===== config.mk =====
export PLATFORM = sky130hd
export DESIGN_NAME = lnms_seq
export DESIGN_NICKNAME = d
export VERILOG_FILES = /design/src/lnms_pkg.sv /design/src/lnms_wake_filt.sv /design/src/lnms_seq.sv
export VERILOG_INCLUDE_DIRS = /design/src
export SDC_FILE = /design/constraint.sdc
export NUM_CORES = 1
export LEC_CHECK = 0
export ABC_AREA = 1
export BUFFER_PORTS_ARGS = -buffer_cell sky130_fd_sc_hd__buf_2
export CORE_MARGIN = 4
export CORE_UTILIZATION = 30
export CTS_CLUSTER_DIAMETER = 30
export DETAILED_ROUTE_END_ITERATION = 8
export MAX_ROUTING_LAYER = met4
export PLACE_DENSITY = 0.48
export SETUP_SLACK_MARGIN = 0.4
export SYNTH_ARGS = -nofsm -noshare
export SYNTH_HDL_FRONTEND = slang
export SYNTH_SLANG_ARGS = --single-unit

===== constraint.sdc =====
create_clock -name clk_in -period 3.9 [get_ports clk_in]
set_input_delay 0.585 -clock clk_in [delete_from_list [all_inputs] [get_ports clk_in]]
set_output_delay 0.585 -clock clk_in [all_outputs]
set_load 0.01 [all_outputs]

===== src/lnms_cfg.svh =====
// Constants for the node mode sequencer: offsets, fields, resets, timing
`ifndef LNMS_CFG_SVH
`define LNMS_CFG_SVH

// ==========================================================
// Clock and timing
`define LNMS_CLK_KHZ 10000
`define LNMS_INACT_MS 250
`define LNMS_INACT_CYC (`LNMS_INACT_MS * `LNMS_CLK_KHZ)
`define LNMS_DWELL_US 50
`define LNMS_DWELL_CYC ((`LNMS_DWELL_US * `LNMS_CLK_KHZ + 999) / 1000)
`define LNMS_BWF_US 100
`define LNMS_BWF_CYC ((`LNMS_BWF_US * `LNMS_CLK_KHZ + 999) / 1000)
`define LNMS_UV_LIMIT 3'h4

// ==========================================================
// Counter widths
`define LNMS_TMR_W 22
`define LNMS_CNT_W 16

// ==========================================================
// Register offsets and fields
`define LNMS_ADDR_MODE 8'h0B
`define LNMS_ADDR_CFG 8'h10
`define LNMS_ADDR_STAT 8'h11
`define LNMS_MODE_HI 7
`define LNMS_MODE_LO 6
`define LNMS_FLD_STBY 2'h0
`define LNMS_FLD_SLEEP 2'h1
`define LNMS_FLD_NORM 2'h2
`define LNMS_CFG_FS_BIT 0
`define LNMS_RST_MODE 2'h0
`define LNMS_RST_FS_EN 1'h0

`endif


===== src/lnms_pkg.sv =====
// Types for the node mode sequencer
`include "lnms_cfg.svh"

package lnms_pkg;

	typedef enum logic [2:0] {
		LNMS_ST_INIT,
		LNMS_ST_SLEEP,
		LNMS_ST_STBY,
		LNMS_ST_NORM,
		LNMS_ST_FAILSAFE,
		LNMS_ST_TSD_OFF
	} lnms_state_t;

	typedef struct packed {
		logic [`LNMS_CNT_W-1:0] dom_cnt;
		logic armed;
		logic qual;
		logic wk_prev;
		logic wk_valid;
		logic bus_wake;
		logic loc_wake;
	} lnms_filt_t;

	typedef struct packed {
		lnms_state_t st;
		logic serial;
		logic fs_en;
		logic [1:0] mode_fld;
		logic [`LNMS_TMR_W-1:0] tmr;
		logic en_prev;
		logic [`LNMS_CNT_W-1:0] en_cnt;
		logic uv_prev;
		logic [2:0] uv_cnt;
		logic wake_req;
		logic reg_on;
		logic [7:0] rdata;
	} lnms_seq_t;

endpackage


===== src/lnms_wake_filt.sv =====
// Bus wake filter and wake terminal edge detector
`timescale 1ns/1ps
`include "lnms_cfg.svh"

module lnms_wake_filt import lnms_pkg::*; #(
	parameter int BWF_CYC = `LNMS_BWF_CYC
) (
	input wire logic clk_in,
	input wire logic rstn_in,
	input wire logic bus_arm_in,
	input wire logic local_arm_in,
	input wire logic bus_rx_in,
	input wire logic wake_in,
	output logic bus_wake_out,
	output logic local_wakeup_event_out
);

	localparam logic [`LNMS_CNT_W-1:0] DOM_LAST =
		`LNMS_CNT_W'(BWF_CYC - 1);

	initial begin
		if (BWF_CYC < 1 || BWF_CYC >= (1 << `LNMS_CNT_W)) begin
			$error("BWF_CYC out of range");
		end
	end

	lnms_filt_t s_ff;
	lnms_filt_t nxt_s;

	// ==========================================================
	// Next state
	always_comb begin
		nxt_s = s_ff;
		nxt_s.bus_wake = 1'b0;
		nxt_s.loc_wake = 1'b0;
		if (!bus_arm_in) begin
			nxt_s.armed = 1'b0;
			nxt_s.qual = 1'b0;
			nxt_s.dom_cnt = '0;
		end else if (bus_rx_in) begin
			// Rising edge after a qualified dominant fires the wake
			nxt_s.bus_wake = s_ff.qual;
			nxt_s.armed = 1'b1;
			nxt_s.qual = 1'b0;
			nxt_s.dom_cnt = '0;
		end else if (s_ff.armed) begin
			// Dominant must follow a recessive and last the filter time
			if (s_ff.dom_cnt >= DOM_LAST) begin
				nxt_s.qual = 1'b1;
			end else begin
				nxt_s.dom_cnt = s_ff.dom_cnt + 1'b1;
			end
		end
		nxt_s.wk_prev = wake_in;
		nxt_s.wk_valid = 1'b1;
		if (local_arm_in && s_ff.wk_valid && (wake_in != s_ff.wk_prev)) begin
			nxt_s.loc_wake = 1'b1;
		end
	end

	// ==========================================================
	// State register
	always_ff @(posedge clk_in) begin
		if (!rstn_in) begin
			s_ff <= '0;
		end else begin
			s_ff <= nxt_s;
		end
	end

	assign bus_wake_out = s_ff.bus_wake;
	assign local_wakeup_event_out = s_ff.loc_wake;

endmodule


===== src/lnms_seq.sv =====
// Operating-mode sequencer of a bus transceiver with regulator
// ==========================================================
// Notes on behaviour
// Sleep is left on a filtered bus wake or long-held high enable.
// A 250 ms timer runs under rail undervoltage; expiry returns to sleep; the code gives normal on high enable (pin) or failsafe if on.
// Sleep on long-low enable in pin control, or mode write 01 serially.
// Sleep turns off driver, termination, receiver; keeps weak pull-up.
// Bus wake in sleep goes to standby with termination switched on.
// Long-high enable in standby (pin control) enters normal, both paths.
// After power-up enable is sampled: low gives standby, high normal.
// Serial mode write 00 in normal moves to standby.
// With failsafe on, overvoltage, thermal or four undervoltages: failsafe.
// Failsafe exits to standby on wake once faults clear; else stays.
// Bus wake needs falling edge, dominant for filter time, rising edge.
// Enable held high beyond dwell time is a local wake from sleep.
// Wake terminal raises a local wake on either edge.
// Local wake works only in sleep and standby and enters standby; the code also arms it in failsafe.
// After bus wake receive output is held low until normal mode.
// Reset output is pulled low while the rail is undervoltage.
// Pin control: undervoltage timer expiry picks mode from enable.
// Serial control: undervoltage expiry gives sleep or failsafe.
// Pin control overvoltage: sleep, recheck enable every 250 ms.
// Serial control overvoltage gives failsafe if enabled, else sleep.
// Regulator off below supply threshold, on again above recovery.
// Host waits dwell plus settle time before trusting a new mode.
// Normal on enable rise (pin) or mode write 10 (serial); the code waits for enable held high for the dwell time.
// Thermal shutdown holds reset low and forces transmitter recessive.
// Mode write 11 is ignored.
//
// The address map and the plain strobed port were left to the implementer.
`timescale 1ns/1ps
`include "lnms_cfg.svh"

module lnms_seq import lnms_pkg::*; #(
	parameter int INACT_CYC = `LNMS_INACT_CYC,
	parameter int DWELL_CYC = `LNMS_DWELL_CYC,
	parameter int BWF_CYC = `LNMS_BWF_CYC
) (
	input wire logic clk_in,
	input wire logic rstn_in,
	input wire logic ctrl_serial_in,
	input wire logic en_in,
	input wire logic txd_in,
	input wire logic wake_in,
	input wire logic bus_rx_in,
	input wire logic rail_undervoltage_in,
	input wire logic rail_overvoltage_in,
	input wire logic thermal_shutdown_event_in,
	input wire logic supply_undervoltage_in,
	input wire logic supply_recovery_level_in,
	input wire logic [7:0] addr_in,
	input wire logic [7:0] wdata_in,
	input wire logic wr_in,
	input wire logic rd_in,
	output logic [7:0] rdata_out,
	output logic [2:0] mode_out,
	output logic rxd_out,
	output logic rxd_oe_n_out,
	output logic bus_tx_out,
	output logic bus_drv_en_out,
	output logic term_en_out,
	output logic weak_pullup_out,
	output logic rx_en_out,
	output logic limp_out,
	output logic reg_en_out,
	output logic reset_output_low_out
);

	localparam logic [`LNMS_TMR_W-1:0] TMR_LAST =
		`LNMS_TMR_W'(INACT_CYC - 1);
	localparam logic [`LNMS_CNT_W-1:0] DWELL_LAST =
		`LNMS_CNT_W'(DWELL_CYC);

	initial begin
		if (INACT_CYC < 1 || INACT_CYC >= (1 << `LNMS_TMR_W)) begin
			$error("INACT_CYC out of range");
		end
		if (DWELL_CYC < 1 || DWELL_CYC >= (1 << `LNMS_CNT_W)) begin
			$error("DWELL_CYC out of range");
		end
	end

	// ==========================================================
	// Address decode
	function automatic logic hit(input logic [7:0] a,
		input logic [7:0] off);
		hit = (a == off);
	endfunction

	lnms_seq_t s_ff;
	lnms_seq_t nxt_s;
	logic bus_wake;
	logic loc_wake;
	logic bus_arm;
	logic loc_arm;
	logic pin_ctl;
	logic fs_act;
	logic en_long_hi;
	logic en_long_lo;
	logic tmr_run;
	logic tmr_exp;
	logic fault;
	logic uv_rise;
	logic wr_mode;
	logic [1:0] wfld;

	// ==========================================================
	// Wake detection
	assign bus_arm = (s_ff.st == LNMS_ST_SLEEP) ||
		(s_ff.st == LNMS_ST_FAILSAFE);
	assign loc_arm = (s_ff.st == LNMS_ST_SLEEP) ||
		(s_ff.st == LNMS_ST_STBY) ||
		(s_ff.st == LNMS_ST_FAILSAFE);

	lnms_wake_filt #(
		.BWF_CYC(BWF_CYC)
	) u_wake (
		.clk_in(clk_in),
		.rstn_in(rstn_in),
		.bus_arm_in(bus_arm),
		.local_arm_in(loc_arm),
		.bus_rx_in(bus_rx_in),
		.wake_in(wake_in),
		.bus_wake_out(bus_wake),
		.local_wakeup_event_out(loc_wake)
	);

	// ==========================================================
	// Qualifiers
	assign pin_ctl = !s_ff.serial;
	assign fs_act = s_ff.serial && s_ff.fs_en;
	assign en_long_hi = s_ff.en_prev && (s_ff.en_cnt >= DWELL_LAST);
	assign en_long_lo = !s_ff.en_prev && (s_ff.en_cnt >= DWELL_LAST);
	assign fault = rail_overvoltage_in || thermal_shutdown_event_in ||
		rail_undervoltage_in;
	assign tmr_run = rail_undervoltage_in ||
		((s_ff.st == LNMS_ST_SLEEP) && rail_overvoltage_in && pin_ctl) ||
		((s_ff.st == LNMS_ST_FAILSAFE) && fault);
	assign tmr_exp = tmr_run && (s_ff.tmr == TMR_LAST);
	assign uv_rise = rail_undervoltage_in && !s_ff.uv_prev;
	assign wr_mode = wr_in && hit(addr_in, `LNMS_ADDR_MODE);
	assign wfld = wdata_in[`LNMS_MODE_HI:`LNMS_MODE_LO];

	// ==========================================================
	// Next state
	always_comb begin
		nxt_s = s_ff;

		// Enable dwell tracking
		nxt_s.en_prev = en_in;
		if (en_in != s_ff.en_prev) begin
			nxt_s.en_cnt = '0;
		end else if (s_ff.en_cnt < DWELL_LAST) begin
			nxt_s.en_cnt = s_ff.en_cnt + 1'b1;
		end

		// Inactivity timer
		if (!tmr_run || tmr_exp) begin
			nxt_s.tmr = '0;
		end else begin
			nxt_s.tmr = s_ff.tmr + 1'b1;
		end

		// Undervoltage event count
		nxt_s.uv_prev = rail_undervoltage_in;
		if (uv_rise && (s_ff.uv_cnt < `LNMS_UV_LIMIT)) begin
			nxt_s.uv_cnt = s_ff.uv_cnt + 1'b1;
		end

		// Regulator hysteresis
		if (supply_undervoltage_in) begin
			nxt_s.reg_on = 1'b0;
		end else if (supply_recovery_level_in) begin
			nxt_s.reg_on = 1'b1;
		end

		// Register writes
		if (wr_mode && (wfld != 2'h3)) begin
			nxt_s.mode_fld = wfld;
		end
		if (wr_in && hit(addr_in, `LNMS_ADDR_CFG)) begin
			nxt_s.fs_en = wdata_in[`LNMS_CFG_FS_BIT];
		end

		// Mode transitions
		if (s_ff.st == LNMS_ST_INIT) begin
			nxt_s.serial = ctrl_serial_in;
			nxt_s.st = en_in ? LNMS_ST_NORM : LNMS_ST_STBY;
		end else if (thermal_shutdown_event_in) begin
			nxt_s.st = fs_act ? LNMS_ST_FAILSAFE : LNMS_ST_TSD_OFF;
		end else if (rail_overvoltage_in &&
			(s_ff.st != LNMS_ST_SLEEP) &&
			(s_ff.st != LNMS_ST_FAILSAFE)) begin
			nxt_s.st = fs_act ? LNMS_ST_FAILSAFE :
				LNMS_ST_SLEEP;
		end else if ((s_ff.uv_cnt >= `LNMS_UV_LIMIT) && fs_act &&
			(s_ff.st != LNMS_ST_FAILSAFE)) begin
			nxt_s.st = LNMS_ST_FAILSAFE;
			nxt_s.uv_cnt = '0;
		end else if (tmr_exp && (s_ff.st != LNMS_ST_FAILSAFE)) begin
			if (pin_ctl) begin
				nxt_s.st = en_in ? LNMS_ST_NORM : LNMS_ST_SLEEP;
			end else begin
				nxt_s.st = fs_act ? LNMS_ST_FAILSAFE :
					LNMS_ST_SLEEP;
			end
		end else begin
			case (s_ff.st)
				LNMS_ST_SLEEP: begin
					if (bus_wake) begin
						nxt_s.st = LNMS_ST_STBY;
						nxt_s.wake_req = 1'b1;
					end else if (loc_wake) begin
						nxt_s.st = LNMS_ST_STBY;
					end else if (pin_ctl && en_long_hi &&
						!rail_overvoltage_in) begin
						nxt_s.st = LNMS_ST_NORM;
					end
				end
				LNMS_ST_STBY: begin
					if (pin_ctl) begin
						if (en_long_hi) begin
							nxt_s.st = LNMS_ST_NORM;
						end
					end else if (wr_mode) begin
						if (wfld == `LNMS_FLD_NORM) begin
							nxt_s.st = LNMS_ST_NORM;
						end else if (wfld == `LNMS_FLD_SLEEP) begin
							nxt_s.st = LNMS_ST_SLEEP;
						end
					end
				end
				LNMS_ST_NORM: begin
					if (pin_ctl) begin
						if (en_long_lo) begin
							nxt_s.st = LNMS_ST_SLEEP;
						end
					end else if (wr_mode) begin
						if (wfld == `LNMS_FLD_STBY) begin
							nxt_s.st = LNMS_ST_STBY;
						end else if (wfld == `LNMS_FLD_SLEEP) begin
							nxt_s.st = LNMS_ST_SLEEP;
						end
					end
				end
				LNMS_ST_FAILSAFE: begin
					if (!fault && (bus_wake || loc_wake)) begin
						nxt_s.st = LNMS_ST_STBY;
						nxt_s.uv_cnt = '0;
					end
				end
				LNMS_ST_TSD_OFF: begin
					nxt_s.st = LNMS_ST_STBY;
				end
				default: begin
					nxt_s.st = LNMS_ST_INIT;
				end
			endcase
		end

		// Wake request ends with normal mode
		if (nxt_s.st == LNMS_ST_NORM) begin
			nxt_s.wake_req = 1'b0;
		end

		// Read data, valid the cycle after the strobe
		nxt_s.rdata = 8'h00;
		if (rd_in) begin
			if (hit(addr_in, `LNMS_ADDR_MODE)) begin
				nxt_s.rdata = {s_ff.mode_fld, 3'h0, 3'(s_ff.st)};
			end else if (hit(addr_in, `LNMS_ADDR_CFG)) begin
				nxt_s.rdata = {7'h00, s_ff.fs_en};
			end else if (hit(addr_in, `LNMS_ADDR_STAT)) begin
				nxt_s.rdata = {thermal_shutdown_event_in,
					rail_overvoltage_in, rail_undervoltage_in,
					s_ff.wake_req, s_ff.serial, s_ff.uv_cnt};
			end
		end
	end

	// ==========================================================
	// State register
	always_ff @(posedge clk_in) begin
		if (!rstn_in) begin
			s_ff.st <= LNMS_ST_INIT;
			s_ff.serial <= 1'b0;
			s_ff.fs_en <= `LNMS_RST_FS_EN;
			s_ff.mode_fld <= `LNMS_RST_MODE;
			s_ff.tmr <= '0;
			s_ff.en_prev <= 1'b0;
			s_ff.en_cnt <= '0;
			s_ff.uv_prev <= 1'b0;
			s_ff.uv_cnt <= '0;
			s_ff.wake_req <= 1'b0;
			s_ff.reg_on <= 1'b1;
			s_ff.rdata <= 8'h00;
		end else begin
			s_ff <= nxt_s;
		end
	end

	// ==========================================================
	// Pin and path control
	always_comb begin
		bus_drv_en_out = 1'b0;
		term_en_out = 1'b0;
		weak_pullup_out = 1'b0;
		rx_en_out = 1'b0;
		limp_out = 1'b0;
		rxd_out = 1'b1;
		rxd_oe_n_out = 1'b1;
		case (s_ff.st)
			LNMS_ST_SLEEP: begin
				weak_pullup_out = 1'b1;
			end
			LNMS_ST_STBY: begin
				term_en_out = 1'b1;
				rxd_out = 1'b0;
				rxd_oe_n_out = 1'b0;
			end
			LNMS_ST_NORM: begin
				term_en_out = 1'b1;
				rx_en_out = 1'b1;
				bus_drv_en_out = !thermal_shutdown_event_in;
				rxd_out = bus_rx_in;
				rxd_oe_n_out = 1'b0;
			end
			LNMS_ST_FAILSAFE: begin
				weak_pullup_out = 1'b1;
				limp_out = 1'b1;
			end
			LNMS_ST_TSD_OFF: begin
				term_en_out = 1'b1;
			end
			default: begin
				rxd_out = 1'b1;
			end
		endcase
	end

	assign bus_tx_out = (s_ff.st == LNMS_ST_NORM) &&
		!thermal_shutdown_event_in ? txd_in : 1'b1;
	assign reset_output_low_out = rail_undervoltage_in ||
		thermal_shutdown_event_in; // see R16
	assign reg_en_out = s_ff.reg_on && !thermal_shutdown_event_in &&
		(s_ff.st != LNMS_ST_SLEEP) &&
		(s_ff.st != LNMS_ST_FAILSAFE);
	assign mode_out = 3'(s_ff.st);
	assign rdata_out = s_ff.rdata;

endmodule


==> run metrics, run 1 <==
status=finished clean; top_reg_cell synth=dfxtp_1; worst-skew pair later-pin latency=0.33 ns; # DRC=0; initial antenna violation count=0; critical path endpoint category=output pin; H-Tree Depth=3; first-pass GRT wire length=13,890 um; root buffer cell=clkbuf_16; Final Hold Vio Count=0; CTS Buf Count=9; clock sink total=82; Vias=between 3,000 and 4,000; Nets=625; total leakage power=between 1.5 and 2 nW; total negative slack=0 ns; largest net degree at the start of global routing=16; period utilization=58.88%; mapped cell area=roughly 0.0039 mm2; layout cells sized above 1=14.50%; DPL Wire Length=around 6400 um; width of the die=approximately 120 um; hold crit path type=register to register; # port buffers=45; vias in the first global route=3,085; DRT Pass-1 Iters=4; leading area contributor after synthesis=dfxtp_1; number of cells after detailed placement=between 700 and 800; Layout area overhead=16.74%; Max Buffers Root-to-Sink=2; CP Data Required Time=3.31 ns; Die ar.=0.01487 mm2; Max Clock Freq=~440 MHz; Worst R2R Setup Slack=1.63 ns; wire length per cell=10.80 um; Ports=51; pwr dens=425.9 mW/mm2; final wirelength=8260 um; Synth area leaders=dfxtp_1 (42%), inv_1 (9.2%), nand2_1 (9.2%); crit path max fanout=6; CTS tree=yes; RSZ-0062 raised after global routing=false; Core Area=0.01267 mm2; worst hold slack=0.4253 ns; Period minus WS final=roughly 2.3 ns; GPL Wtd Cong=slightly above 0.9; worst setup margin=1.604 ns; Least-Margin Pin Slew=0.6286 ns; Max-Cap Viols=0; EDFF count, synth=0; grt ovf=0; Post-CTS Setup Repair Bufs=0; diode count=0; 1st-iter DRT viols=roughly 170; CTS resizes=0; clock slew at reported path FFs=~0.060 ns; die height=121.9 um; Synth Net Count=between 500 and 600; Ys Warns=0; Power Total=around 0.0019 W; post-route clock skew=around 0.0048 ns; Slew headroom=57.98%; Setup crit start kind=register; Yosys reg bits=82; final max-slew violation count=0; Async S/R FF share, synth=0%; register area share after synthesis=42.15%; Post-Place Setup Slack=about 1.4 ns; # hold bufs at CTS=0; Final setup violation count=0; Via density=approximately 4.4; VDD IR-drop max=about 0.20 mV; WS Path Type=register to output pin; gr usage total=a little under an eighth; ANT nets after route=0; crit path DAT=1.71 ns; initial core utilization=30.74%; Post-Synthesis Mean Instance Area=7.121 um2; layout filler cell count=1,383; fin cells=765; Netlist cell types=40; Mapped Cells=547; Synth top area share=42.15%; row cnt=41
==> worst max-delay path: stages (launching register included) <==
cell	delay, ns
dfxtp_1	0.43
inv_1	0.16
nand2_2	0.13
nor2_4	0.06
nor2_1	0.23
inv_1	0.13
nor2_1	0.09
buf_2	0.13
==> stage by stage <==
stage	cell area (um2)	util, %
after floorplan	3895	-
after global placement	4238	33.45
after detailed placement	4238	33.45
after CTS	4547	35.88
after global routing	4547	35.88
final	4547	35.88
==> where the power goes <==
group / switching [W] / total (W) / internal (W)
sequential: 0.0000172 / 0.000872 / 0.000854
combinational: 0.000120 / 0.000179 / 0.0000585
clock: 0.000330 / 0.000886 / 0.000556
==> metal layers <==
metal	track usage [%]	vias to the layer above	share of wire, %
li1	-	1812	-
met1	15.27	1473	49
met2	17.96	53	44
met3	4.318	12	5.3
met4	3.431	0	1.2
met5	-	-	0
==> cell usage in the layout, fill, tap and decap left out, types with 2 or more instances in the layout <==
| cell | instances |
|---|---|
| nand2_2 | 4 |
| o21ai_0 | 25 |
| dfxtp_1 | 82 |
| nand3_1 | 30 |
| bufinv_16 | 2 |
| nor2_4 | 3 |
| xor2_1 | 5 |
| inv_1 | 95 |
| nand4_1 | 8 |
| o21a_1 | 3 |
| nor4_1 | 4 |
| clkbuf_16 | 9 |
| ha_1 | 6 |
| nand3_2 | 3 |
| nand2_1 | 95 |
| inv_2 | 5 |
| buf_2 | 45 |
| a21oi_1 | 30 |
| nor3_2 | 2 |
| clkinvlp_4 | 2 |
| o32ai_1 | 2 |
| nor3_1 | 20 |
| nor2_2 | 4 |
| a211oi_1 | 3 |
| nor3b_1 | 3 |
| nor2_1 | 84 |
| nor3_4 | 2 |
==> state kept, by name (all words and copies together) (netlist names) <==
name / count
u_wake.local_wakeup_event_out: 1
s_ff: 49
u_wake.s_ff: 20
u_wake.bus_wake_out: 1
rdata_out: 8
mode_out: 3
==> cell type report <==
cell class,instances,area (um2),area share [%]
clock buffer,10,229.0,5.036
clock inverter,5,80.08,1.761
inverter,100,375.4,8.255
multi-input combinational,351,1780,39.16
sequential,82,1642,36.10
tap,172,215.2,4.733
timing repair buffer,45,225.2,4.953
==> cell usage after synthesis (2+ instances only) <==
master,number
o21ai_0,25
buf_4,11
inv_1,95
nor3_4,2
nor3_2,2
o21a_1,3
o32ai_1,2
nand4_1,8
nand3_1,30
inv_2,5
nor4_1,4
ha_1,6
nand3_2,3
buf_2,3
nor2_4,3
nor2_2,4
nand2_1,95
a21oi_1,30
nand2_2,4
a211oi_1,3
nor3b_1,3
xor2_1,5
nor2_1,84
dfxtp_1,82
nor3_1,20
==> worst paths after layout <==
path | start | endpoint | cells past startpoint
worst max-delay path | mode_out[0] | reg_en_out | 7
worst min-delay path | s_ff[27] | s_ff[27] | 2
worst max register to register | s_ff[31] | s_ff[51] | 11
worst min register to register | s_ff[27] | s_ff[27] | 2
==> logic make-up (layout without fill, tap and decap cells) <==
family	after synthesis	after routing	synth area share [%]
XOR/XNOR	6	6	1.349
AND/OR/NAND/NOR	269	269	32.38
AO/OA/AOI/OAI	70	70	10.05
flip-flops	82	82	42.15
adder cells (fa/ha/maj)	6	6	1.927
buffers and inverters	114	160	12.14
(Power assumes the default switching activity.)
==> run 2: changes to the inputs <==
- PLACE_DENSITY: 0.48 -> 0.5
- clock period: 3.9 -> 2.1 ns (I/O delays scaled with it)
==> run 2 against run 1 <==
  * Wire length grew 11%
  * Non-clock buffer count up 40
  * Flip-flop and latch count unchanged
  * Sequential share of layout area decreased by 4.0 points
  * Core utilization rose by 4.8 points
  * Global-route usage rose by 0.46 points
  * Die area did not move
  * Register-to-register slack got worse by 1.3 ns
  * Total power rose by 87%
  * Via count grew 7.8%
  * Clock skew grew 0.0013 ns
  * Worst setup slack lost 1.2 ns
  * Largest cell class unchanged
==> run metrics, run 2 (synthesis gave the netlist of run 1 again) <==
status=finished clean; width of the die=121.9 um (unchanged); Worst Hold Path EP=s_ff[8]; crit path max fanout=4 (-2); period utilization=82.00%; Least-Margin Pin Slew=0.4507 ns (-0.1779 ns); clock sink total=82 (unchanged); initial core utilization=30.74% (unchanged); Ports=51 (unchanged); die height=121.9 um (unchanged); Via density=4.481 (+2.3%); area of the multi-input gates=0.002063 mm2 (+16%); Top reg by flops=s_ff; ANT nets after route=0 (unchanged); root buffer cell=clkbuf_16; 1st-iter DRT viols=179 (+4.1%); Sw Pwr=0.0009219 W (+97%); grt ovf=0 (unchanged); Max-Cap Viols=0 (unchanged); Comb power frac=11.1% (+1.9 points); Min-Delay Path Depth=2 (unchanged); critical path endpoint category=register; reg2reg path depth=15 (+4); Max Clock Freq=580.7 MHz; CP Data Required Time=2.33 ns (-0.98 ns); Layout area overhead=32.38%; row cnt=41 (unchanged); GPL Wtd Cong=0.9102 (-1.3%); DPL Wire Length=6604 um (+3.4%); total leakage power=2.292 nW (+18%); cell-internal power=0.002696 W (+84%); Clock power frac=44.1% (-1.7 points); total negative slack=0 ns (unchanged); worst r2r src=s_ff[32]; WS Path Type=register to register; Power Total=0.003618 W (+87%); wire length per cell=11.33 um (+4.9%); max reg flops=49 (unchanged); RSZ-0062 raised after global routing=true; largest net degree at the start of global routing=15 (-1); Final setup violation count=0 (unchanged); CTS tree=yes; Setup crit start kind=register; Reg area=0.001653 mm2 (+0.69%); Period minus WS final=1.722 ns; crit path DAT=1.95 ns (+0.24 ns); sequential share of power=44.8% (-0.2 points); vias in the first global route=3,260 (+5.7%); Slew headroom=69.68% (+12 points); post-route clock skew=0.006086 ns (+0.001324 ns); # port buffers=45 (unchanged); CTS Buf Count=9 (unchanged); final wirelength=9130 um (+11%); VDD IR-drop max=0.3833 mV (+89%); # DRC=0 (unchanged); worst hold slack=0.1687 ns (-0.2566 ns); most frequent cells in the layout=inv_1 (88), nand2_1 (86), dfxtp_1 (77); Worst R2R Setup Slack=0.38 ns (-1.25 ns); Core Area=0.01267 mm2 (unchanged); commonest non-fill, non-tap cell in the layout=inv_1; Net Sw Frac=25.48% (+1.3 points); Crit Reg-Reg Endpoint=s_ff[51]; DRT Pass-1 Iters=4 (unchanged); hold crit path type=input pin to register; Max Buffers Root-to-Sink=2 (unchanged); Die ar.=0.01487 mm2 (unchanged); diode count=0 (unchanged); H-Tree Depth=3 (unchanged); first-pass GRT wire length=14,590 um (+5.0%); post-route cell area=0.005156 mm2 (+13%); gr usage total=12.45% (+0.46 points); Final Hold Vio Count=0 (unchanged); layout cells sized above 1=28.39% (+14 points); layout filler cell count=1,322 (-4.4%); clock slew at reported path FFs=0.06 ns (about the same); worst-skew pair later-pin latency=0.34 ns (about the same); final max-slew violation count=0 (unchanged); initial antenna violation count=0 (unchanged); pwr dens=701.8 mW/mm2 (+65%); Vias=3,612 (+7.8%); hold path start=supply_undervoltage_in; Nets=665 (+6.4%); Post-DP Area=0.004313 mm2 (+1.8%)
[run 2: cell count changes in the layout (fill, tap and decap cells not counted), sizes merged]
| cell | before | now |
|---|---|---|
| clkinvlp | 2 | 1 |
| inv | 100 | 101 |
| clkinv | 1 | 3 |
| buf | 45 | 85 |
| bufinv | 2 | 1 |
[run 2: how the worst max path moves through the flow]
stage | startpoint | to | slack (ns)
after floorplan | s_ff[31] | s_ff[51] | 0.45
after global placement | s_ff[31] | s_ff[51] | 0.27
after detailed placement | s_ff[31] | s_ff[51] | 0.26
after CTS | s_ff[32] | s_ff[51] | 0.26
after global routing | s_ff[32] | s_ff[9] | 0.22
final | s_ff[32] | s_ff[51] | 0.38
[run 2: power by group through the flow]
stage               Combinational [W]  Sequential, W  Clock (W)
floorplan                    0.000230        0.00164          0
global placement             0.000358        0.00165          0
detailed placement           0.000359        0.00165          0
CTS                          0.000380        0.00162    0.00164
global route                 0.000451        0.00163    0.00170
finish                       0.000401        0.00162    0.00160
[run 2: per-stage QoR]
step	util, %	setup WS, ns	std cells
6_report	40.69	0.3780	806
5_1_grt	40.69	0.2225	806
4_1_cts	37.88	0.2630	788
3_5_place_dp	34.04	0.2593	760
3_3_place_gp	34.04	0.2718	760
2_1_floorplan	-	0.4545	547
[run 2: critical path, stage by stage, from the launching register on]
cell	delay, ns
dfxtp_2	0.35
ha_4	0.14
nand2_2	0.04
inv_2	0.07
nand2_4	0.08
inv_4	0.08
nand2_4	0.05
nor3_4	0.16
inv_2	0.08
nor2_4	0.11
nand3_2	0.10
nor2_2	0.11
nand2_1	0.06
nand2_1	0.05
o21bai_1	0.10
inv_1	0.05
[run 2: per-layer routing]
metal	share of wire (%)	GRT usage, %	up-vias
met5	0	-	-
met4	2.2	4.832	0
met3	4.3	3.435	22
met2	48	19.16	56
met1	46	15.56	1642
li1	-	-	1892
[run 2: repair_timing]
action                                  4_1_cts  5_1_grt
hold buffers                                  0        0
endpoints found under the setup margin       20       42
resized for setup                            28       57
setup buffers                                12       18
pin swaps                                    10       19
[run 2: cell type report]
type                       count  share of cell area, %
clock buffer                  10                  4.635
clock inverter                 6                  1.262
inverter                     100                  7.377
multi-input combinational    351                  40.01
sequential                    82                  32.06
tap                          172                  4.174
timing repair buffer          85                  10.48
